`config.mk`:
```
export PLATFORM = sky130hd
export DESIGN_NAME = wdl_watchdog
export DESIGN_NICKNAME = d
export VERILOG_FILES = /design/src/hdl/wdl_pkg.sv /design/src/hdl/wdl_tick_div.sv /design/src/hdl/wdl_watchdog.sv
export SDC_FILE = /design/constraint.sdc
export NUM_CORES = 1
export LEC_CHECK = 0
export ABC_AREA = 1
export BUFFER_PORTS_ARGS = -buffer_cell sky130_fd_sc_hd__buf_2
export CAP_MARGIN = 10
export CELL_PAD_IN_SITES_DETAIL_PLACEMENT = 1
export CELL_PAD_IN_SITES_GLOBAL_PLACEMENT = 2
export CORE_MARGIN = 2
export CORE_UTILIZATION = 30
export DETAILED_ROUTE_END_ITERATION = 16
export PLACE_DENSITY = 0.89
export SKIP_CTS_REPAIR_TIMING = 1
export SLEW_MARGIN = 10
export SYNTH_ARGS = -nofsm -noshare
export SYNTH_HDL_FRONTEND = slang
export SYNTH_SLANG_ARGS = --single-unit
```
`constraint.sdc`:
```
create_clock -name clock -period 1.9 [get_ports clock]
set_input_delay 0.19 -clock clock [delete_from_list [all_inputs] [get_ports clock]]
set_output_delay 0.19 -clock clock [all_outputs]
set_load 0.1 [all_outputs]
```
`src/hdl/wdl_pkg.sv`:
```
// Watchdog low-power behaviour: shared constants.
// Assumes a single 100 MHz system clock and one CPU write port.
package wdl_pkg;
    localparam logic [7:0] WDL_RESTART_KEY = 8'hAC;
    localparam logic [7:0] WDL_RESTART_READ = 8'h9A;
    localparam logic [7:0] WDL_MODE_RESET = 8'h67;
    localparam int WDL_SEL_LO = 3;
    localparam int WDL_STOP_BIT = 4;
    localparam int WDL_CNT_W = 18;
    localparam int WDL_LOSC_DIV_W = 4;
    localparam logic [WDL_LOSC_DIV_W-1:0] WDL_LOSC_DIV_LAST = 4'hF;
    typedef enum logic [1:0] {
        WDL_RUN,
        WDL_HALT,
        WDL_STOP
    } wdl_power_e;
endpackage : wdl_pkg

```
`src/hdl/wdl_tick_div.sv`:
```
// Watchdog low-power behaviour: tick divider.
// Assumes enable is a level in the clock domain; one-cycle tick out.
`timescale 1ns/1ps
module wdl_tick_div #(
    parameter int W = 4
) (
    input wire logic clock,
    input wire logic rst_b,
    input wire logic enable,
    input wire logic [W-1:0] last,
    output logic tick
);
    logic [W-1:0] count;
    wire atLast = (count == last);
    assign tick = enable && atLast;
    always_ff @(posedge clock or negedge rst_b) begin
        if (!rst_b) begin
            count <= '0;
        end else if (enable) begin
            count <= atLast ? '0 : count + 1'b1;
        end
    end
endmodule : wdl_tick_div

```
`src/hdl/wdl_watchdog.sv`:
```
// Watchdog low-power behaviour: counter, keys, standby gating.
// Assumes CPU strobes are one-cycle pulses synchronous to clock.
// Function
// - Unstoppable oscillator: counting continues through stop
// - Overflow during stop forces internal reset
// - Interval timer tick from divided low oscillator
// - Stoppable oscillator: pause in halt or stop
// - Resume with clock selected before standby
// - Stoppable oscillator: count held across standby unless a correct restart key clears it
// - Restart key other than ACH resets unless stopped
// - Restart register reads back 9AH
// - Second mode write resets unless stopped
`timescale 1ns/1ps
module wdl_watchdog
    import wdl_pkg::*;
(
    input wire logic clock,
    input wire logic rst_b,
    input wire logic loscUnstoppableOpt,
    input wire logic haltMode,
    input wire logic stopMode,
    input wire logic modeWrite,
    input wire logic modeBitWrite,
    input wire logic [7:0] modeWdata,
    input wire logic restartWrite,
    input wire logic restartBitWrite,
    input wire logic [7:0] restartWdata,
    output logic [7:0] restartRdata,
    output logic [7:0] modeRdata,
    output logic [WDL_CNT_W-1:0] count,
    output logic intervalTick,
    output logic internalReset
);
    logic optCaught;
    logic unstoppable;
    logic modeWritten;
    logic [7:0] modeReg;
    logic [WDL_CNT_W-1:0] next_count;
    wdl_power_e power;

    always_ff @(posedge clock or negedge rst_b) begin
        if (!rst_b) begin
            optCaught <= 1'b0;
            unstoppable <= 1'b0;
        end else if (!optCaught) begin
            optCaught <= 1'b1;
            unstoppable <= loscUnstoppableOpt;
        end
    end

    assign power = stopMode ? WDL_STOP : (haltMode ? WDL_HALT : WDL_RUN);

    wire wdStopped = modeReg[WDL_STOP_BIT];
    wire [1:0] clkSel = modeReg[WDL_SEL_LO +: 2];
    // Locked mode stops misuse from being silently ignored
    wire badKey = restartWrite && (restartWdata != WDL_RESTART_KEY);
    wire keyFault = (badKey || restartBitWrite) && !wdStopped;
    wire modeFault = ((modeWrite && modeWritten) || modeBitWrite)
        && !wdStopped;

    logic standbyGate;
    always_comb begin
        case (power)
            WDL_RUN: standbyGate = 1'b1;
            WDL_HALT: standbyGate = unstoppable;
            WDL_STOP: standbyGate = unstoppable;
            default: standbyGate = 1'b0;
        endcase
    end

    // same selection before and after standby
    wire [WDL_LOSC_DIV_W-1:0] divLast =
        WDL_LOSC_DIV_W'({clkSel, 2'b11});
    logic wdTick;
    wdl_tick_div #(.W(WDL_LOSC_DIV_W)) u_wdDiv (
        .clock(clock),
        .rst_b(rst_b),
        .enable(standbyGate && !wdStopped),
        .last(divLast),
        .tick(wdTick)
    );

    // interval tick from oscillator, runs in stop when unstoppable
    wdl_tick_div #(.W(WDL_LOSC_DIV_W)) u_itDiv (
        .clock(clock),
        .rst_b(rst_b),
        .enable(standbyGate),
        .last(WDL_LOSC_DIV_LAST),
        .tick(intervalTick)
    );

    wire restartOk = restartWrite && !badKey;
    wire overflow = wdTick && (count == '1);
    // correct key from interval interrupt restarts count
    assign next_count = restartOk ? '0 :
        (wdTick ? count + 1'b1 : count);

    always_ff @(posedge clock or negedge rst_b) begin
        if (!rst_b) begin
            modeReg <= WDL_MODE_RESET;
            modeWritten <= 1'b0;
        end else if (modeWrite && !modeWritten) begin
            modeReg <= modeWdata;
            modeWritten <= 1'b1;
        end
    end

    always_ff @(posedge clock or negedge rst_b) begin
        if (!rst_b) begin
            count <= '0;
        end else begin
            count <= next_count;
        end
    end

    always_ff @(posedge clock or negedge rst_b) begin
        if (!rst_b) begin
            internalReset <= 1'b0;
        end else begin
            internalReset <= overflow || keyFault || modeFault;
        end
    end

    assign restartRdata = WDL_RESTART_READ;
    assign modeRdata = modeReg;

    // helper: stop cycles without a divider tick
    // Bounded by the slowest divider period, not by one cycle
    logic [4:0] stopIdle;
    wire stopRunning = unstoppable && !wdStopped && stopMode;
    always_ff @(posedge clock or negedge rst_b) begin
        if (!rst_b) begin
            stopIdle <= '0;
        end else if (!stopRunning || wdTick) begin
            stopIdle <= '0;
        end else if (stopIdle != 5'h1F) begin
            stopIdle <= stopIdle + 1'b1;
        end
    end
endmodule : wdl_watchdog
```
After elaboration in Yosys (flattened, before gate mapping)
Index checks and enable logic that the tools add are counted.
{"block": "totals", "ff_bits": 38, "input_bits": 25, "output_inout_bits": 36, "wordCells": 44}
{"block": "classes", "add_sub_neg": 3, "n_eq_ne": 6, "n_mux": 7, "reduce_logical": 20}
{"operator": "18-bit two-way mux", "n": 2}
{"operator": "18-bit by 1-bit adder with 18-bit output (second input constant)", "n": 1}
{"operator": "18-bit equality test (second input constant)", "n": 1}
{"operator": "1-bit logical AND", "n": 10}
{"operator": "4-bit by 1-bit adder with 4-bit output (second input constant)", "n": 2}
{"operator": "4-bit two-way mux", "n": 2}
{"operator": "8-bit != test (second input constant)", "n": 1}
{"operator": "4-bit equality test", "n": 1}
{"operator": "4-bit equality test (second input constant)", "n": 1}
{"operator": "1-bit logical OR", "n": 4}
{"operator": "1-bit logical NOT", "n": 3}
{"operator": "2-bit by 1-bit equality test with 1-bit output (second input constant)", "n": 1}
{"operator": "2-bit equality test (second input constant)", "n": 1}
{"operator": "2-bit logical NOT", "n": 1}
{"operator": "2-bit two-way mux", "n": 1}
{"operator": "1-bit one-hot mux with 2 select lines", "n": 1}
{"operator": "2-bit nonzero test", "n": 1}
{"operator": "2-bit OR reduction", "n": 1}
{"operator": "1-bit two-way mux", "n": 1}

Depth between registers and ports, before layout
{"block": "depth", "word_depth": 10, "mapped_depth": 10, "mapped_depth_nobuf": 9}

By module
Synthesis repeated with hierarchy kept, for this count alone.
{"block": "unflattened", "hier_cells": 302, "hier_area_um2": 2272.2}
{"module": "wdl_watchdog", "n_inst": 1, "cells_per_inst": 200, "area_per_inst_um2": 1654.1, "seq_area_each_um2": 757.0}
{"module": "wdl_tick_div", "n_inst": 2, "cells_per_inst": 51, "area_per_inst_um2": 309.0, "seq_area_each_um2": 100.1}

Worst setup path before layout
No wires, ideal clock.
{"block": "synth_path", "kind": "register to register", "start": "register count[0]", "end": "register count[16]", "setup_ns": 0.124, "t_arrival_ns": 2.148, "required_time_ns": 1.776, "setup_slack_ns": -0.372, "stages_incl_launch_ff": 9, "n_path_buf": 0, "synth_period_minus_slack_ns": 2.272, "cell_sequence": "dfrtp_1 > ha_1 > nand3_1 > nor2_2 > nand2_1 > nor3_2 > nand3_1 > nand2_1 > nor2_1"}
{"block": "synth_between", "elab_chain_len": 3}
{"item": "start, declared", "line_no": "wdl_watchdog.sv:30", "rtl": "output logic [WDL_CNT_W-1:0] count,"}
{"item": "start signal, assigned", "line_no": "wdl_watchdog.sv:112", "rtl": "count <= next_count;"}
{"item": "18-bit by 1-bit adder with 18-bit output", "line_no": "wdl_watchdog.sv:96", "rtl": "(wdTick ? count + 1'b1 : count);"}
{"item": "18-bit two-way mux", "line_no": "wdl_watchdog.sv:96"}
{"item": "18-bit two-way mux", "line_no": "wdl_watchdog.sv:95", "rtl": "assign next_count = restartOk ? '0 :"}
Every way passes these cells. The select of a mux whose other input is x is not followed.
A chain may end at the register's enable or synchronous reset.

Final worst setup path
{"block": "layout_path", "start": "register u_itDiv.count[0]", "end": "output port intervalTick"}
{"block": "layout_between", "elab_chain_len": 2}
{"item": "start, declared", "line_no": "wdl_tick_div.sv:13", "rtl": "logic [W-1:0] count;"}
{"item": "start signal, assigned", "line_no": "wdl_tick_div.sv:20", "rtl": "count <= atLast ? '0 : count + 1'b1;"}
{"item": "4-bit equality test", "line_no": "wdl_tick_div.sv:14", "rtl": "wire atLast = (count == last);"}
{"item": "1-bit logical AND", "line_no": "wdl_tick_div.sv:15", "rtl": "assign tick = enable && atLast;"}
{"item": "end, declared", "line_no": "wdl_watchdog.sv:31", "rtl": "output logic intervalTick,"}
Every way passes these cells.

==> summary.txt <==
Yosys
  – Post-synthesis mux area share: between 3 and 4%
  – Post-Syn Area: 2180 µm²
  – Post-synth cell types: 34
  – Mapped Cells: about 270
  – Main combinational cell family by area after synthesis: simple AND/OR/NAND/NOR gates
  – Post-Synth Adder-Cell Area: 1.72%
  – Register area share after synthesis: 44.0%
  – Avg Cell Area, Syn: 8.22 µm²
  – Syn. warnings: 0
  – XOR/XNOR Fraction of Synth Area: 1.61%
  – Synth Area in Simple Gates: 32.8%
  – Seq cells post-synth: 38
  – Compound-Gate Fraction of Synth Area: 7.53%

Placement
  – PortBufs: between 50 and 60
  – Post-Place Setup Slack: 0.227 ns
  – Gpl congestion: 0.774
  – Cell total after placement: 412
  – DPL Wire Length: 4.13 mm

STA
  – Period utilization: 90.0%
  – Setup tns final: 0 ns
  – Fin worst setup slack: 0.191 ns
  – Final hold vios: 0
  – Clock skew: 0.00774 ns
  – Tmin final: roughly 1.7 ns
  – F_max: 585 MHz
  – Final setup viols: 0
  – Slew Viols, Final: 0
  – RSZ-0062 raised after global routing: no

Global routing
  – Grt ovf: 0
  – Antenna violations before repair: 0
  – First-pass GRT wire length: 8.96 mm
  – Via count of the first global-routing pass: 1941
  – Largest net degree at the start of global routing: 22
  – Global router's overall resource usage: around 15%

Floorplanning
  – IO Count: 61
  – Die Span Y: 89.2 µm
  – Floorplan core area: 7140 µm²
  – Die X: 89.2 µm
  – Site Rows: 31
  – Initial core utilization: between 30% and 40%
  – Die area: ~8000 µm²

Power
  – Power, Total: 0.00196 W
  – P_leak: 1.27 nW
  – Worst vdd ir: 419 µV
  – Power Density: 738 nW/µm²

Worst setup path
  – Slowest CP cell: buf_2
  – Crit-path cells: ha_1, nand3_1, nor2_2, buf_2
  – CP Data Required Time: about 1.7 ns
  – Critical Path AT: 1.52 ns
  – Crit start category: flop
  – Max incr delay on CP: 0.42 ns
  – Buffers & Inverters on Critical Path: 1
  – Crit path capture type: output port
  – CP Class: reg -> out
  – Cell family with most CP delay: buffers and inverters
  – Crit path max fanout: 4

Cells and area
  – Area growth from synthesis to layout: 21.8%
  – Final std cells w/o fill: around 420
  – Antenna cells: 0
  – Fraction of layout cells with a size suffix above 1: 32.6%
  – Layout net count: 349
  – Fillers: between 900 and 1000

Detailed routing
  – Antenna-violating nets left: 0
  – Initial DRT Pass Iterations: 4
  – Wire per inst: 13.0 µm
  – Vias: 1910
  – Post-Route WL: between 5 and 6 mm
  – Via density: 4.54
  – Residual DRC count: 0
  – Initial drt markers: 57

Clock tree
  – TritonCTS clock tree: built
  – Reg clk slew, reported paths: 0.08 ns
  – H-tree depth: 2
  – TritonCTS Buffers: 5
  – Clk_lat worst skew: 0.30 ns
  – Clock Sinks: 38
  – CTS root buffer: clkbuf_8
  – CTS max path bufs: 2

Run status
  – Status: finished clean

Worst hold path
  – Worst hold path type: in -> reg

Job
  – Max_cap viols: 0
-- worst paths after layout --
check,start,end,slack (ns),cells past startpoint
hold reg to reg,modeWritten,modeWritten,0.49,2
hold / removal,modeWdata[7],modeRdata[7],0.12,2
setup / recovery,u_itDiv.count[0],intervalTick,0.19,4
max in group asynchronous,rst_b,count[2],1.05,3
min in group asynchronous,rst_b,modeRdata[3],0.37,2
setup reg to reg,count[0],count[16],0.23,8
-- final cells by class --
cell class / count / area [µm²] / area share, %
clock buffer: 5 / 68.8 / 2.59
multi-input combinational: 198 / 1060 / 40.1
inverter: 24 / 92.6 / 3.49
tap: 99 / 124 / 4.67
clock inverter: 3 / 45.0 / 1.70
timing repair buffer: 54 / 290 / 10.9
sequential: 38 / 967 / 36.5
-- synth_stat cells --
library cell  number  area share (%)
nand2_1           75              13
dfrtp_1           33              38
nor2_1            24             4.1
inv_1             21             3.6
nand3_1           21             4.8
o21ai_0           10             2.3
buf_4              8             2.8
nand4_1            8             2.3
mux2_2             7             3.6
a21oi_1            5             1.1
dfstp_2            5             6.0
o21bai_1           5             1.7
nand2_2            4             1.1
nor2_4             4             2.1
nor3_2             4             1.8
ha_1               3             1.7
xor2_1             3             1.2
and2_1             2            0.57
buf_6              2             1.0
conb_1             2            0.34
inv_2              2            0.34
nand3_4            2             1.6
nor2_2             2            0.57
o21ai_1            2            0.46
o21ai_2            2            0.80
a21oi_2            1            0.40
buf_2              1            0.23
clkbuf_1           1            0.17
inv_4              1            0.29
nand2_4            1            0.52
nor3_1             1            0.23
o211ai_1           1            0.34
o31ai_1            1            0.34
xnor2_1            1            0.40
-- layout by cell type, fill, tap and decap left out, types with 5 or more instances in the layout --
| cell type | Yosys | layout |
|---|---|---|
| nand2_1 | 75 | 75 |
| buf_2 | 1 | 52 |
| dfrtp_1 | 33 | 25 |
| nor2_1 | 24 | 23 |
| inv_1 | 21 | 21 |
| nand3_1 | 21 | 21 |
| o21ai_0 | 10 | 10 |
| conb_1 | 2 | 9 |
| nand4_1 | 8 | 8 |
| dfrtp_2 | 0 | 8 |
| mux2_2 | 7 | 7 |
| a21oi_1 | 5 | 5 |
| o21bai_1 | 5 | 5 |
| clkbuf_8 | 0 | 5 |
| dfstp_2 | 5 | 5 |
-- where the power goes --
part	switching (W)	internal [W]
combinational	0.000239	0.0000872
clock	0.000321	0.000391
sequential	0.0000559	0.000864
total	0.000616	0.00134
-- logic make-up (layout without fill, tap and decap cells) --
family                     after synthesis  after routing
buffers and inverters                   36             86
xor gates and xnor gates                 4              4
muxes                                    7              7
and+or+nand+nor                        148            148
AOI/OAI and AO/OA                       27             27
other                                    2              9
DFF                                     38             38
adders and majority gates                3              3
-- registers in the layout, indices dropped and copies added, names as in the netlist --
name           cells
u_wdDiv.count      4
optCaught          1
unstoppable        1
internalReset      1
modeRdata          8
modeWritten        1
u_itDiv.count      4
count             18
-- metrics by stage --
step | hold WS (ns) | area, µm² | util (%)
finish | 0.122 | 2650 | 37.2
global route | 0.117 | 2650 | 37.2
CTS | -0.175 | 2640 | 37.0
detailed placement | 0.155 | 2530 | 35.4
global placement | 0.159 | 2530 | 35.4
floorplan | -0.106 | 2220 | -
-- metal layers --
layer | up-vias | share of wire, % | global-route usage (%)
li1 | 951 | - | -
met1 | 915 | 48 | 18.6
met2 | 40 | 48 | 25.5
met3 | 4 | 3.6 | 3.23
met4 | 0 | 0.68 | 3.66
met5 | - | 0 | 0
(Power assumes the default switching activity.)
